## src/hdl/lrec_cfg.svh

```systemverilog
// Behaviour
// - send own link reset within 5 ms
// - disable port within 5 ms of both resets
// - enable port within 5 ms after disable
// - failed recovery first clears usable flag; a cfgOperational set in that cycle keeps it set
// - failed recovery forces privileged mode, drops traffic
// - failed recovery raises alert with exit code
// - failed recovery ends by restarting port
// - code violation while sending aborts, starts recovery
// - discard accepted buffers, resend only unreceived
// - screen only frames received without link error
// - unknown message code check comes first
// - unknown code: no reply, alert instead
// - ready on flag within 5 ms, else timeout
// - outstanding = transmit minus retry pointer mod N
`ifndef LREC_CFG_SVH
`define LREC_CFG_SVH

`define LR_DEADLINE_MS 5
`define LR_CLK_KHZ 250000
`define LR_TMR_W 21
`define LR_PTR_W 2
`define LR_SEQ_W 2
`define LR_CODE_W 8
`define LR_MM_CODE_MAX 8'h3F
`define LR_PTR_ONE 2'h1
`define LR_PTR_ZERO 2'h0
`define LR_TMR_ZERO 21'h000000
`define LR_TMR_ONE 21'h000001
`define LR_EXIT_OK 8'h00
`define LR_EXIT_LR_FAILED 8'h11
`define LR_EXIT_BAD_RETRY 8'h12
`define LR_EXIT_TO_DIS 8'h13
`define LR_EXIT_TO_READY 8'h14
`define LR_ALERT_UNKNOWN_MM 8'h21

`endif

```

## src/hdl/lrec_pkg.sv

```systemverilog
`include "lrec_cfg.svh"

package lrec_pkg;

  typedef logic [`LR_PTR_W-1:0] lrec_ptr_t;
  typedef logic [`LR_CODE_W-1:0] lrec_code_t;

  // gray steps along the recovery path and along the exit sequence
  typedef enum logic [3:0] {
    LR_IDLE = 4'h0,
    LR_CHECK = 4'h1,
    LR_LRESET = 4'h3,
    LR_RETIRE = 4'h2,
    LR_WAITDIS = 4'h6,
    LR_ENABLE = 4'h7,
    LR_EXFLAG = 4'h5,
    LR_EXPRIV = 4'h4,
    LR_EXALERT = 4'hC,
    LR_EXRESTART = 4'hD
  } lrec_state_t;

endpackage : lrec_pkg

```

## src/hdl/lrec_tmr_if.sv

```systemverilog
`timescale 1ns/10ps

interface lrec_tmr_if;
  logic start;
  logic expired;
  modport ctl (output start, input expired);
  modport tmr (input start, output expired);
endinterface : lrec_tmr_if

```

## src/hdl/lrec_ms_timer.sv

```systemverilog
`timescale 1ns/10ps
`include "lrec_cfg.svh"

module lrec_ms_timer
  import lrec_pkg::*;
#(
  parameter logic [`LR_TMR_W-1:0] LIMIT = `LR_TMR_ONE
) (
  // clock and reset
  input wire logic mclk,
  input wire logic rst_b,
  // control from the sequencer
  lrec_tmr_if.tmr tmrIf
);

  logic [`LR_TMR_W-1:0] cnt_r;
  logic running_r;
  logic expired_r;

  // counter cleared on every start so each interval is measured alone
  always_ff @(posedge mclk) begin
    if (!rst_b) begin
      cnt_r <= `LR_TMR_ZERO;
      running_r <= 1'b0;
    end else if (tmrIf.start) begin
      cnt_r <= `LR_TMR_ZERO;
      running_r <= 1'b1;
    end else if (running_r) begin
      cnt_r <= cnt_r + `LR_TMR_ONE;
      running_r <= (cnt_r != LIMIT - `LR_TMR_ONE);
    end
  end

  // single-cycle expiry when the last counted cycle passes
  always_ff @(posedge mclk) begin
    if (!rst_b) begin
      expired_r <= 1'b0;
    end else begin
      expired_r <= running_r && !tmrIf.start &&
                   (cnt_r == LIMIT - `LR_TMR_ONE);
    end
  end

  assign tmrIf.expired = expired_r;

endmodule : lrec_ms_timer

```

## src/hdl/lrec_exit_ctrl.sv

```systemverilog
`timescale 1ns/10ps
`include "lrec_cfg.svh"

module lrec_exit_ctrl
  import lrec_pkg::*;
#(
  parameter int DEADLINE_CYC = `LR_DEADLINE_MS * `LR_CLK_KHZ
) (
  // clock and reset
  input wire logic mclk,
  input wire logic rst_b,
  // link events from the receive and transmit logic
  input wire logic txBusy,
  input wire logic codeViol,
  input wire logic recoverReq,
  input wire logic linkResetRx,
  input wire logic linkResetTxDone,
  input wire logic disableCharRx,
  input wire logic flagRx,
  // transmit buffer bookkeeping
  input wire logic frameSent,
  input wire logic ackRx,
  input wire logic [`LR_SEQ_W-1:0] txFrameSequence,
  input wire logic [`LR_SEQ_W-1:0] remoteRxSequence,
  // configuration
  input wire logic cfgOperational,
  input wire logic cfgNormalMode,
  // received management messages
  input wire logic mmValid,
  input wire logic mmLinkErr,
  input wire logic [`LR_CODE_W-1:0] mmCode,
  // link control outputs
  output logic linkResetSend,
  output logic txAbort,
  output logic checkState,
  output logic portDisabled,
  output logic portEnabled,
  output logic portReady,
  output logic portRestart,
  // port flags
  output logic operational,
  output logic privilegedMode,
  // buffer outputs
  output lrec_ptr_t txBufferPointer,
  output lrec_ptr_t txRetryPointer,
  output lrec_ptr_t outstanding,
  output logic bufDiscard,
  // alert and message outputs
  output logic alertValid,
  output lrec_code_t alertCode,
  output lrec_code_t lastExitCode,
  output logic mmAccept
);

  lrec_state_t state_r, stateNxt;
  lrec_code_t exitPend_r, exitNxt;
  lrec_ptr_t txPtr_r, retryPtr_r, qNow, pNow;
  logic gotLrRx_r, gotLrTx_r, retryBad, mmPend_r;
  logic linkResetSend_r, txAbort_r, checkState_r, portDisabled_r;
  logic portEnabled_r, portReady_r, portRestart_r, operational_r;
  logic privMode_r, outstandingQ_r, bufDiscard_r, alertValid_r;
  lrec_ptr_t outstanding_r;
  lrec_code_t alertCode_r, lastExit_r;
  logic mmAccept_r;

  lrec_tmr_if tmrIf ();

  lrec_ms_timer #(
    .LIMIT(`LR_TMR_W'(DEADLINE_CYC))
  ) u_timer (
    .mclk(mclk),
    .rst_b(rst_b),
    .tmrIf(tmrIf.tmr)
  );

  // modular distance between two cyclic pointers
  function automatic lrec_ptr_t modDiff(input lrec_ptr_t a,
                                        input lrec_ptr_t b);
    modDiff = a - b;
  endfunction : modDiff

  function automatic logic isKnownCode(input lrec_code_t c);
    isKnownCode = (c <= `LR_MM_CODE_MAX);
  endfunction : isKnownCode

  assign qNow = modDiff(txPtr_r, retryPtr_r);
  assign pNow = modDiff(txFrameSequence, remoteRxSequence);
  assign retryBad = (qNow > `LR_PTR_ONE) || (pNow > qNow);

  // recovery sequencer: next state and pending exit code
  always_comb begin
    stateNxt = state_r;
    exitNxt = exitPend_r;
    case (state_r)
      LR_IDLE: begin
        if ((codeViol && txBusy) || recoverReq) begin
          stateNxt = LR_CHECK;
        end
      end
      LR_CHECK: begin
        if (!txBusy) begin
          stateNxt = LR_LRESET;
        end
      end
      LR_LRESET: begin
        if (gotLrRx_r && gotLrTx_r) begin
          if (retryBad) begin
            stateNxt = LR_EXFLAG;
            exitNxt = `LR_EXIT_BAD_RETRY;
          end else begin
            stateNxt = LR_RETIRE;
          end
        end else if (tmrIf.expired) begin
          stateNxt = LR_EXFLAG;
          exitNxt = `LR_EXIT_LR_FAILED;
        end
      end
      LR_RETIRE: begin
        if (retryPtr_r == txPtr_r) begin
          stateNxt = LR_WAITDIS;
        end
      end
      LR_WAITDIS: begin
        if (disableCharRx) begin
          stateNxt = LR_ENABLE;
        end else if (tmrIf.expired) begin
          stateNxt = LR_EXFLAG;
          exitNxt = `LR_EXIT_TO_DIS;
        end
      end
      LR_ENABLE: begin
        if (flagRx) begin
          stateNxt = LR_IDLE;
          exitNxt = `LR_EXIT_OK;
        end else if (tmrIf.expired) begin
          stateNxt = LR_EXFLAG;
          exitNxt = `LR_EXIT_TO_READY;
        end
      end
      LR_EXFLAG: stateNxt = LR_EXPRIV;
      LR_EXPRIV: stateNxt = LR_EXALERT;
      LR_EXALERT: stateNxt = LR_EXRESTART;
      LR_EXRESTART: stateNxt = LR_IDLE;
      default: stateNxt = LR_IDLE;
    endcase
  end

  // a fresh deadline for every timed stage
  assign tmrIf.start = (stateNxt != state_r) &&
                       ((stateNxt == LR_LRESET) ||
                        (stateNxt == LR_WAITDIS) ||
                        (stateNxt == LR_ENABLE));

  always_ff @(posedge mclk) begin
    if (!rst_b) begin
      state_r <= LR_IDLE;
      exitPend_r <= `LR_EXIT_OK;
    end else begin
      state_r <= stateNxt;
      exitPend_r <= exitNxt;
    end
  end

  // reset exchange flags, set wins over the idle clear
  always_ff @(posedge mclk) begin
    if (!rst_b) begin
      gotLrRx_r <= 1'b0;
      gotLrTx_r <= 1'b0;
    end else begin
      if (linkResetRx && (state_r == LR_CHECK || state_r == LR_LRESET)) begin
        gotLrRx_r <= 1'b1;
      end else if (state_r == LR_IDLE) begin
        gotLrRx_r <= 1'b0;
      end
      if (linkResetTxDone && state_r == LR_LRESET) begin
        gotLrTx_r <= 1'b1;
      end else if (state_r == LR_IDLE) begin
        gotLrTx_r <= 1'b0;
      end
    end
  end

  // link control: request our reset at once, well inside the deadline
  always_ff @(posedge mclk) begin
    if (!rst_b) begin
      linkResetSend_r <= 1'b0;
      txAbort_r <= 1'b0;
      checkState_r <= 1'b0;
      portDisabled_r <= 1'b0;
      portEnabled_r <= 1'b0;
      portRestart_r <= 1'b0;
    end else begin
      linkResetSend_r <= (stateNxt == LR_LRESET) && !gotLrTx_r &&
                         !linkResetTxDone;
      txAbort_r <= (state_r == LR_IDLE) && codeViol && txBusy;
      checkState_r <= (stateNxt == LR_CHECK);
      portDisabled_r <= (stateNxt == LR_WAITDIS);
      portEnabled_r <= (stateNxt == LR_ENABLE);
      portRestart_r <= (state_r == LR_EXRESTART);
    end
  end

  // ready drops for the whole recovery and returns only on success
  always_ff @(posedge mclk) begin
    if (!rst_b) begin
      portReady_r <= 1'b1;
    end else if (state_r == LR_ENABLE && flagRx) begin
      portReady_r <= 1'b1;
    end else if (stateNxt == LR_CHECK) begin
      portReady_r <= 1'b0;
    end
  end

  // usable flag and privileged mode; config set of the flag wins over the failure clear, hardware set of the mode wins over config clear
  always_ff @(posedge mclk) begin
    if (!rst_b) begin
      operational_r <= 1'b0;
      privMode_r <= 1'b0;
    end else begin
      if (cfgOperational) begin
        operational_r <= 1'b1;
      end else if (state_r == LR_EXFLAG) begin
        operational_r <= 1'b0;
      end
      if (state_r == LR_EXPRIV) begin
        privMode_r <= 1'b1;
      end else if (cfgNormalMode) begin
        privMode_r <= 1'b0;
      end
    end
  end

  // buffer pointers; on recovery the transmit pointer steps back by
  // the frames the peer never saw and the rest are retired
  always_ff @(posedge mclk) begin
    if (!rst_b) begin
      txPtr_r <= `LR_PTR_ZERO;
      retryPtr_r <= `LR_PTR_ZERO;
      bufDiscard_r <= 1'b0;
      outstanding_r <= `LR_PTR_ZERO;
    end else begin
      bufDiscard_r <= 1'b0;
      outstanding_r <= qNow;
      if (state_r == LR_LRESET && stateNxt == LR_RETIRE) begin
        txPtr_r <= txPtr_r - pNow;
      end else if (state_r == LR_IDLE && frameSent) begin
        txPtr_r <= txPtr_r + `LR_PTR_ONE;
      end
      if (state_r == LR_RETIRE && retryPtr_r != txPtr_r) begin
        retryPtr_r <= retryPtr_r + `LR_PTR_ONE;
        bufDiscard_r <= 1'b1;
      end else if (state_r == LR_IDLE && ackRx && qNow != `LR_PTR_ZERO) begin
        retryPtr_r <= retryPtr_r + `LR_PTR_ONE;
        bufDiscard_r <= 1'b1;
      end
    end
  end

  // message screen: only clean frames, unknown code tested first
  always_ff @(posedge mclk) begin
    if (!rst_b) begin
      mmPend_r <= 1'b0;
      mmAccept_r <= 1'b0;
    end else begin
      mmAccept_r <= mmValid && !mmLinkErr && isKnownCode(mmCode);
      if (mmValid && !mmLinkErr && !isKnownCode(mmCode)) begin
        mmPend_r <= 1'b1;
      end else if (state_r != LR_EXALERT) begin
        mmPend_r <= 1'b0;
      end
    end
  end

  // alert port; a recovery exit takes the slot, message alert waits
  always_ff @(posedge mclk) begin
    if (!rst_b) begin
      alertValid_r <= 1'b0;
      alertCode_r <= `LR_EXIT_OK;
      lastExit_r <= `LR_EXIT_OK;
    end else begin
      alertValid_r <= (state_r == LR_EXALERT) || mmPend_r;
      if (state_r == LR_EXALERT) begin
        alertCode_r <= exitPend_r;
      end else if (mmPend_r) begin
        alertCode_r <= `LR_ALERT_UNKNOWN_MM;
      end
      if ((state_r == LR_ENABLE && flagRx) || state_r == LR_EXFLAG) begin
        lastExit_r <= exitNxt;
      end
    end
  end

  assign linkResetSend = linkResetSend_r;
  assign txAbort = txAbort_r;
  assign checkState = checkState_r;
  assign portDisabled = portDisabled_r;
  assign portEnabled = portEnabled_r;
  assign portReady = portReady_r;
  assign portRestart = portRestart_r;
  assign operational = operational_r;
  assign privilegedMode = privMode_r;
  assign txBufferPointer = txPtr_r;
  assign txRetryPointer = retryPtr_r;
  assign outstanding = outstanding_r;
  assign bufDiscard = bufDiscard_r;
  assign alertValid = alertValid_r;
  assign alertCode = alertCode_r;
  assign lastExitCode = lastExit_r;
  assign mmAccept = mmAccept_r;

endmodule : lrec_exit_ctrl

```

## config.mk

```make
export PLATFORM = sky130hd
export DESIGN_NAME = lrec_exit_ctrl
export DESIGN_NICKNAME = d
export VERILOG_FILES = /design/src/hdl/lrec_pkg.sv /design/src/hdl/lrec_tmr_if.sv /design/src/hdl/lrec_ms_timer.sv /design/src/hdl/lrec_exit_ctrl.sv
export VERILOG_INCLUDE_DIRS = /design/src /design/src/hdl
export SDC_FILE = /design/constraint.sdc
export NUM_CORES = 1
export LEC_CHECK = 0
export BUFFER_PORTS_ARGS = -buffer_cell sky130_fd_sc_hd__buf_4
export CELL_PAD_IN_SITES_DETAIL_PLACEMENT = 0
export CELL_PAD_IN_SITES_GLOBAL_PLACEMENT = 2
export CORE_MARGIN = 1
export CORE_UTILIZATION = 35
export DETAILED_ROUTE_END_ITERATION = 16
export PLACE_DENSITY_LB_ADDON = 0.25
export RECOVER_POWER = 50
export SETUP_SLACK_MARGIN = 0.2
export SYNTH_ARGS = -nofsm -noshare
export SYNTH_HDL_FRONTEND = slang
export SYNTH_HIERARCHICAL = 1
export SYNTH_SLANG_ARGS = --single-unit
```

## constraint.sdc

```tcl
create_clock -name mclk -period 5.27 [get_ports mclk]
set_input_delay 1.054 -clock mclk [delete_from_list [all_inputs] [get_ports mclk]]
set_output_delay 1.054 -clock mclk [all_outputs]
set_load 0.05 [all_outputs]
```

==> results of run 1 <==
## cells by family (layout without fill, tap and decap cells)
family,Yosys count,after routing
compound gates,78,78
buf+inv,34,83
mux,2,2
xor+xnor,17,17
fa+ha+maj,5,5
simple gates,180,180
flops,72,72
## power by group
group	internal, mW	switching (mW)	leakage (nW)
clock	0.272	0.220	0.112
sequential	0.581	0.0504	0.583
combinational	0.127	0.240	0.750
## registers in the layout (all words and copies together) (netlist names), 2 cells and up
signal / count
txRetryPointer: 2
txBufferPointer: 2
exitPend_r: 8
u_timer/cnt_r: 21
alertCode: 8
lastExitCode: 8
state_r: 4
outstanding: 2
## area by class of cell
class / instances / area, µm²
inverters: 13 / 48.8
fillers: 1015 / 5370
well taps: 129 / 161
flip-flops and latches: 72 / 1440
multi-input cells: 282 / 1840
clock inverters: 7 / 105
clock buffers: 9 / 124
repair buffers: 54 / 278
## synth_stat cells, types with 9 or more instances
cell and count:
a21oi_1 26, nand2_1 37, o21ai_0 9, a21boi_0 9, nor2b_1 13, nand3_1 17
and3_1 9, clkbuf_1 18, nor2_1 35, dfxtp_1 72, inv_1 13, nand2b_1 11
## placed cells by master (no fill, tap or decap), types with 3 or more instances in the layout
cell type | synthesis | final
clkbuf_1 | 18 | 34
or4_1 | 5 | 5
clkinv_4 | 0 | 3
ha_1 | 5 | 5
nand3b_1 | 6 | 6
nor4_1 | 3 | 3
nor3b_1 | 3 | 3
xor2_1 | 7 | 7
nand4_1 | 6 | 6
clkbuf_8 | 0 | 9
nand2b_1 | 11 | 11
a21boi_0 | 9 | 9
nand3_1 | 17 | 17
and3_1 | 9 | 9
and2_1 | 8 | 7
a21oi_1 | 26 | 26
o31ai_1 | 6 | 6
a32o_1 | 4 | 4
o21ai_0 | 9 | 9
nand2_1 | 37 | 37
nor2b_1 | 13 | 13
nor3_1 | 6 | 6
dfxtp_1 | 72 | 72
buf_4 | 0 | 20
inv_1 | 13 | 13
nor2_1 | 35 | 35
xnor2_1 | 8 | 8
## worst max-delay path, delay by kind of cell
kind          cells  cell delay [ns]
simple gates      7             2.04
buf+inv           2             0.11
fa+ha+maj         2             0.58
## through the flow
stage / util (%) / power (mW) / hold slack [ns] / cell area (µm²)
CTS: 44.0 / 1.54 / 0.448 / 4130
floorplan: - / 0.925 / 0.421 / 3420
global placement: 41.6 / 1.03 / 0.432 / 3900
global route: 42.7 / 1.57 / 0.457 / 4000
detailed placement: 41.6 / 1.03 / 0.433 / 3900
finish: 42.7 / 1.49 / 0.446 / 4000
## per-layer routing
layer / wire (µm) / track usage (%) / up-vias
met5: 0 / 0 / -
met4: 105 / 7.13 / 0
met3: 270 / 2.70 / 9
met2: 3420 / 24.0 / 54
met1: 4210 / 23.8 / 1326
li1: - / - / 1462
## path summary, 6_finish.rpt
| check | endpoint | slack [ns] | cells after the start |
|---|---|---|---|
| setup / recovery | u_timer/cnt_r[4] | 1.67 | 11 |
| hold / removal | exitPend_r[7] | 0.45 | 2 |
| setup reg to reg | u_timer/cnt_r[4] | 1.94 | 11 |
| hold reg to reg | exitPend_r[7] | 0.45 | 2 |
==> out/qor.csv, run 1 <==
metric,value,unit
run status,finished with violations,
failing checks,"capacitance limit, slew limit",
DR iter-0 viols,103,
CP Launch Type,input port,
Post-Syn Area,3420,µm²
fin nets,464,
Root Driver,clkbuf_8,
CTS buffer count,9,
Async SR Flop Fraction,0,%
Seq cells post-synth,72,
CP most frequent cell,nor2_1,
HP Class,flip-flop to flip-flop,
initial antenna violation count,0,
final WL,8.00,mm
Clock Tree Buf Depth,2,
I/O Pins,61,
Vias/cell,5.04,
HPWL Detailed,5.54,mm
"Hold Vio Cnt, Final",0,
fin cells,566,
Peak VDD IR,0.208,mV
CTS resizes,0,
simple-gate portion of the synthesized area,30.1,%
Post-Syn Nets,420,
Slew HR,-34.4,%
final worst setup slack,1.67,ns
Die Y,101,µm
synth unique cells,64,
Final min period,3.60,ns
compound-cell area share of the yosys netlist,16.1,%
largest net degree at the start of global routing,50,
synth top area cells,"dfxtp_1 (42%), nand2_1 (4.1%), nor2_1 (3.8%)",
Synth Warn #,6,
first-pass GRT wire length,13.0,mm
Final Cycle Share,68.4,%
"Cell Chain, Critical Path","buf_4, inv_1, ha_1, ha_1, nor2_1, or3_4, nor3_4, nor2_1, nor2_1, nand2b_1, nor2_1",
Tightest Pin Transition,2.02,ns
"Reg clk slew, reported paths",0.08,ns
Critical Path RT,5.46,ns
die area,10200,µm²
"Avg Cell Area, Syn",8.82,µm²
Slew Limit Fails,50,
Power Dens Cells,373,nW/µm²
Antenna diodes,0,
Peak Freq,277,MHz
"Arr. time, crit path",3.79,ns
sequential share of the synthesized area,42.1,%
reg2reg start,txBufferPointer[0],
Synth Instances,388,
share of cells above drive strength 1,12.6,%
post-DR wirelength/cell,14.1,µm
CTS H-tree depth,3,
Post-DRT Antenna Nets,0,
WS Path Type,input port to flip-flop,
"area leader, netlist",dfxtp_1,
Layout area overhead,16.9,%
CP max-delay cell,nand2b_1,
width of the chip,101,µm
post-synthesis mux area share,0.585,%
"Largest stage delay, worst path",0.65,ns
IO buf count,54,
vias in the first global route,2608,
xor/xnor share of the synthesized area,5.23,%
RSZ-0062 raised after global routing,no,
"Primary FF master, synth",dfxtp_1,
pre-CTS setup slack,1.28,ns
Placed Instances,550,
DRC viols,0,
overall routing resource usage,16.4,%
Post-CTS Repair Setup Buffers,0,
final setup fails,0,
worst hold start,exitPend_r[7],
Sum Neg Setup Slack,0,ns
Yosys top cell area share,42.1,%
initial core utilization,36.5,%
Leak,1.44,nW
clk_skew,0.00895,ns
Crit Path Max Fanout,20,
Clock Latency Late Sink,0.34,ns
"EDFF count, synth",0,
Rows,35,
detailed-route via count,2851,
RD Place Congestion,0.815,
CP endpoint kind,flip-flop,
clock tree from TritonCTS,built,
CTS Hold Bufs,0,
clock sink count,72,
CP Launch Point,txFrameSequence[0],
largest family of logic cells by synthesized area,simple AND/OR/NAND/NOR gates,
"Remaining Overflow, GRT",0,
max cap viols,1,
Core Region,9370,µm²
post-synthesis adder-cell area fraction,1.83,%
Pre-antenna DRT Iters,5,
No activity file was read; power rests on OpenSTA's default activity.
==> run 2: changes to the inputs <==
--- a/config.mk
+++ b/config.mk
@@ -6,11 +6,12 @@
 export SDC_FILE = /design/constraint.sdc
 export NUM_CORES = 1
 export LEC_CHECK = 0
+export ABC_AREA = 1
 export BUFFER_PORTS_ARGS = -buffer_cell sky130_fd_sc_hd__buf_4
 export CELL_PAD_IN_SITES_DETAIL_PLACEMENT = 0
 export CELL_PAD_IN_SITES_GLOBAL_PLACEMENT = 2
 export CORE_MARGIN = 1
-export CORE_UTILIZATION = 35
+export CORE_UTILIZATION = 28
 export DETAILED_ROUTE_END_ITERATION = 16
 export PLACE_DENSITY_LB_ADDON = 0.25
 export RECOVER_POWER = 50
==> constraint.sdc (replaced) <==
create_clock -name mclk -period 3.25 [get_ports mclk]
set_input_delay 0.65 -clock mclk [delete_from_list [all_inputs] [get_ports mclk]]
set_output_delay 0.65 -clock mclk [all_outputs]
set_load 0.05 [all_outputs]
==> run 2 against run 1 <==
  * The run ends with DRC left
  * Hold slack improved by 0.016 ns
  * Clock power increased by 130%
  * Utilization fell by 7.4 points
  * Critical path depth rose by 6
  * Clock skew is 0.0031 ns lower
==> out/qor.csv, run 2 <==
metric,value,unit,change
"area leader, netlist",dfxtp_1,,
initial antenna violation count,0,,unchanged
DR iter-0 viols,124,,+20%
overall routing resource usage,15.3,%,-1.1 points
"Remaining Overflow, GRT",0,,unchanged
Seq cells post-synth,72,,unchanged
CP Launch Type,flip-flop,,
final setup fails,0,,unchanged
Largest Register,u_timer/cnt_r,,
largest net degree at the start of global routing,19,,-62%
Sum Neg Setup Slack,0,ns,unchanged
post-DR wirelength/cell,12.8,µm,-9.3%
simple-gate portion of the synthesized area,34.7,%,+4.6 points
Psw,1.24,mW,+140%
"EDFF count, synth",0,,unchanged
worst hold start,alertCode[4],,
Post-CTS Repair Setup Buffers,0,,unchanged
synth top area cells,"dfxtp_1 (42%), nand2_1 (12%), inv_1 (7.4%)",,
RSZ-0062 raised after global routing,no,,
sequential fraction of design power,32.9,%,-9.4 points
Yosys top cell area share,41.9,%,-0.25 points
Pre-antenna DRT Iters,10,,+5
max cap viols,0,,-1
DRC viols,1,,+1
HP Class,flip-flop to flip-flop,,
CTS Hold Bufs,0,,unchanged
I/O Pins,61,,unchanged
CTS H-tree depth,3,,unchanged
clock tree from TritonCTS,built,,
Root Driver,clkbuf_16,,
"Arr. time, crit path",3.00,ns,-0.79 ns
Final Cycle Share,83.8,%,
Core Region,12000,µm²,+28%
first-pass GRT wire length,14.9,mm,+15%
Final Hold Slack,0.462,ns,+0.0163 ns
Die Y,113,µm,+12%
CTS buffer count,9,,unchanged
Layout area overhead,23.3,%,
clock sink count,72,,unchanged
Clock Latency Late Sink,0.35,ns,about the same
Crit Path Max Fanout,9,,-55%
Async SR Flop Fraction,0,%,unchanged
Internal Pwr Total,2.02,mW,+110%
CP endpoint kind,flip-flop,,
vias in the first global route,3020,,+16%
Peak Freq,367,MHz,
fin nets,585,,+26%
final worst setup slack,0.527,ns,-1.14 ns
failing checks,DRC,,
logic gate share of total power,32.2,%,+7.6 points
Clock Tree Buf Depth,2,,unchanged
RD Place Congestion,0.783,,-3.9%
detailed-route via count,3197,,+12%
most numerous cell in the Yosys netlist,nand2_1,,
clock power share,34.9,%,+1.9 points
Synth Instances,491,,+27%
die area,12700,µm²,+25%
xor/xnor share of the synthesized area,0.509,%,-4.7 points
synth unique cells,39,,-39%
fin cells,704,,+24%
Post-Syn Area,3440,µm²,+0.59%
Commonest cells post-synth,"nand2_1 (109), dfxtp_1 (72), inv_1 (68), nor2_1 (60), a21oi_1 (37)",,
width of the chip,113,µm,+12%
CTS resizes,0,,unchanged
Peak VDD IR,0.334,mV,+60%
Critical Path RT,3.53,ns,-1.93 ns
Reg2Reg Depth,17,,+6
initial core utilization,28.6,%,-7.9 points
Tightest Pin Transition,0.870,ns,-1.15 ns
Rows,40,,+14%
post-synthesis adder-cell area fraction,1.82,%,-0.011 points
Slew HR,42.0,%,+76 points
"Hold Vio Cnt, Final",0,,unchanged
"Reg clk slew, reported paths",0.06,ns,-0.02 ns
"Primary FF master, synth",dfxtp_1,,
"commonest non-fill, non-tap cell in the layout",nand2_1,,
HPWL Detailed,6.76,mm,+22%
Leak,1.77,nW,+23%
share of cells above drive strength 1,14.5,%,+2.0 points
Switching Share,38.1,%,+3.9 points
"Avg Cell Area, Syn",7.01,µm²,-21%
worst r2r dst,u_timer/cnt_r[11],,
CP Launch Point,txBufferPointer[0],,
Slew Limit Fails,0,,-100%
Worst setup endpoint,u_timer/cnt_r[11],,
Synth Warn #,6,,unchanged
clk_skew,0.00585,ns,-0.00310 ns
Placed Instances,689,,+25%
Power Dens Cells,768,nW/µm²,+110%
run status,finished with violations,,
reg2reg setup slack,0.53,ns,-1.41 ns
"leading cell types in the layout, fill and taps excluded","nand2_1 (109), dfxtp_1 (72), inv_1 (68)",,
compound-cell area share of the yosys netlist,11.7,%,-4.4 points
largest family of logic cells by synthesized area,simple AND/OR/NAND/NOR gates,,
pre-CTS setup slack,0.0334,ns,-1.25 ns
post-synthesis mux area share,0,%,-0.59 points
Final min period,2.72,ns,
IO buf count,54,,unchanged
Post-Syn Nets,523,,+25%
Antenna diodes,0,,unchanged
sequential share of the synthesized area,41.9,%,-0.25 points
final WL,9.03,mm,+13%
Vias/cell,4.54,,-9.8%
Post-DRT Antenna Nets,0,,unchanged
WS Path Type,flip-flop to flip-flop,,
max reg flops,21,,unchanged
reg2reg start,txBufferPointer[0],,
-- run 2: kinds of logic after synthesis --
family / after synthesis
AND/OR/NAND/NOR: 259
buffers and inverters: 83
flip-flops: 72
AO/OA/AOI/OAI: 70
adder cells (fa/ha/maj): 5
XOR/XNOR: 2
-- run 2: how the worst min path moves through the flow --
stage                          endpoint  slack [ns]  depth (start not counted)
final                      alertCode[4]        0.46                          2
after CTS                      mmAccept        0.46                          2
after detailed placement   alertCode[4]        0.46                          2
after floorplan           linkResetSend        0.43                          1
after global routing           mmAccept        0.46                          2
after global placement        gotLrRx_r        0.45                          2
-- run 2: worst max-delay path, stage by stage, from the launching register on --
cell and delay (ns):
dfxtp_1 0.35, inv_1 0.07, ha_1 0.32, inv_1 0.07, ha_1 0.28, or2_2 0.30, nand3_1 0.11, nand2_1 0.08
nand2_1 0.06, nand2_1 0.09, nand2_2 0.13, nor2_1 0.05, nor2_1 0.14, a21oi_2 0.08, nor2_2 0.15, buf_4 0.20
o21ai_1 0.08, a21oi_1 0.10
-- run 2: stage by stage --
stage                     util (%)  cell area [µm²]  total power, mW
after global routing          35.3             4240             3.49
after floorplan                  -             3440             1.86
final                         35.3             4240             3.26
after CTS                     36.3             4360             3.34
after global placement        33.5             4020             2.18
after detailed placement      33.5             4020             2.18
-- run 2: layout make-up --
| type | instances | area, µm² |
|---|---|---|
| Timing Repair Buffer | 58 | 300 |
| Fill cell | 1343 | 7770 |
| Clock inverter | 2 | 60.1 |
| Sequential cell | 72 | 1440 |
| Inverter | 76 | 287 |
| Multi-Input combinational cell | 336 | 1690 |
| Clock buffer | 13 | 280 |
| Tap cell | 147 | 184 |
-- run 2: power by group through the flow --
| stage | Combinational [mW] | Clock [mW] | Sequential (mW) |
|---|---|---|---|
| after floorplan | 0.593 | 0 | 1.27 |
| after global placement | 1.09 | 0 | 1.10 |
| after detailed placement | 1.09 | 0 | 1.10 |
| after CTS | 1.09 | 1.17 | 1.08 |
| after global routing | 1.19 | 1.21 | 1.09 |
| final | 1.05 | 1.14 | 1.07 |
-- run 2: per-layer routing --
layer	global-route usage [%]	share of wire, %
met3	5.46	4.8
met2	24.9	45
met1	18.7	49
met4	5.70	1.9
met5	0	0
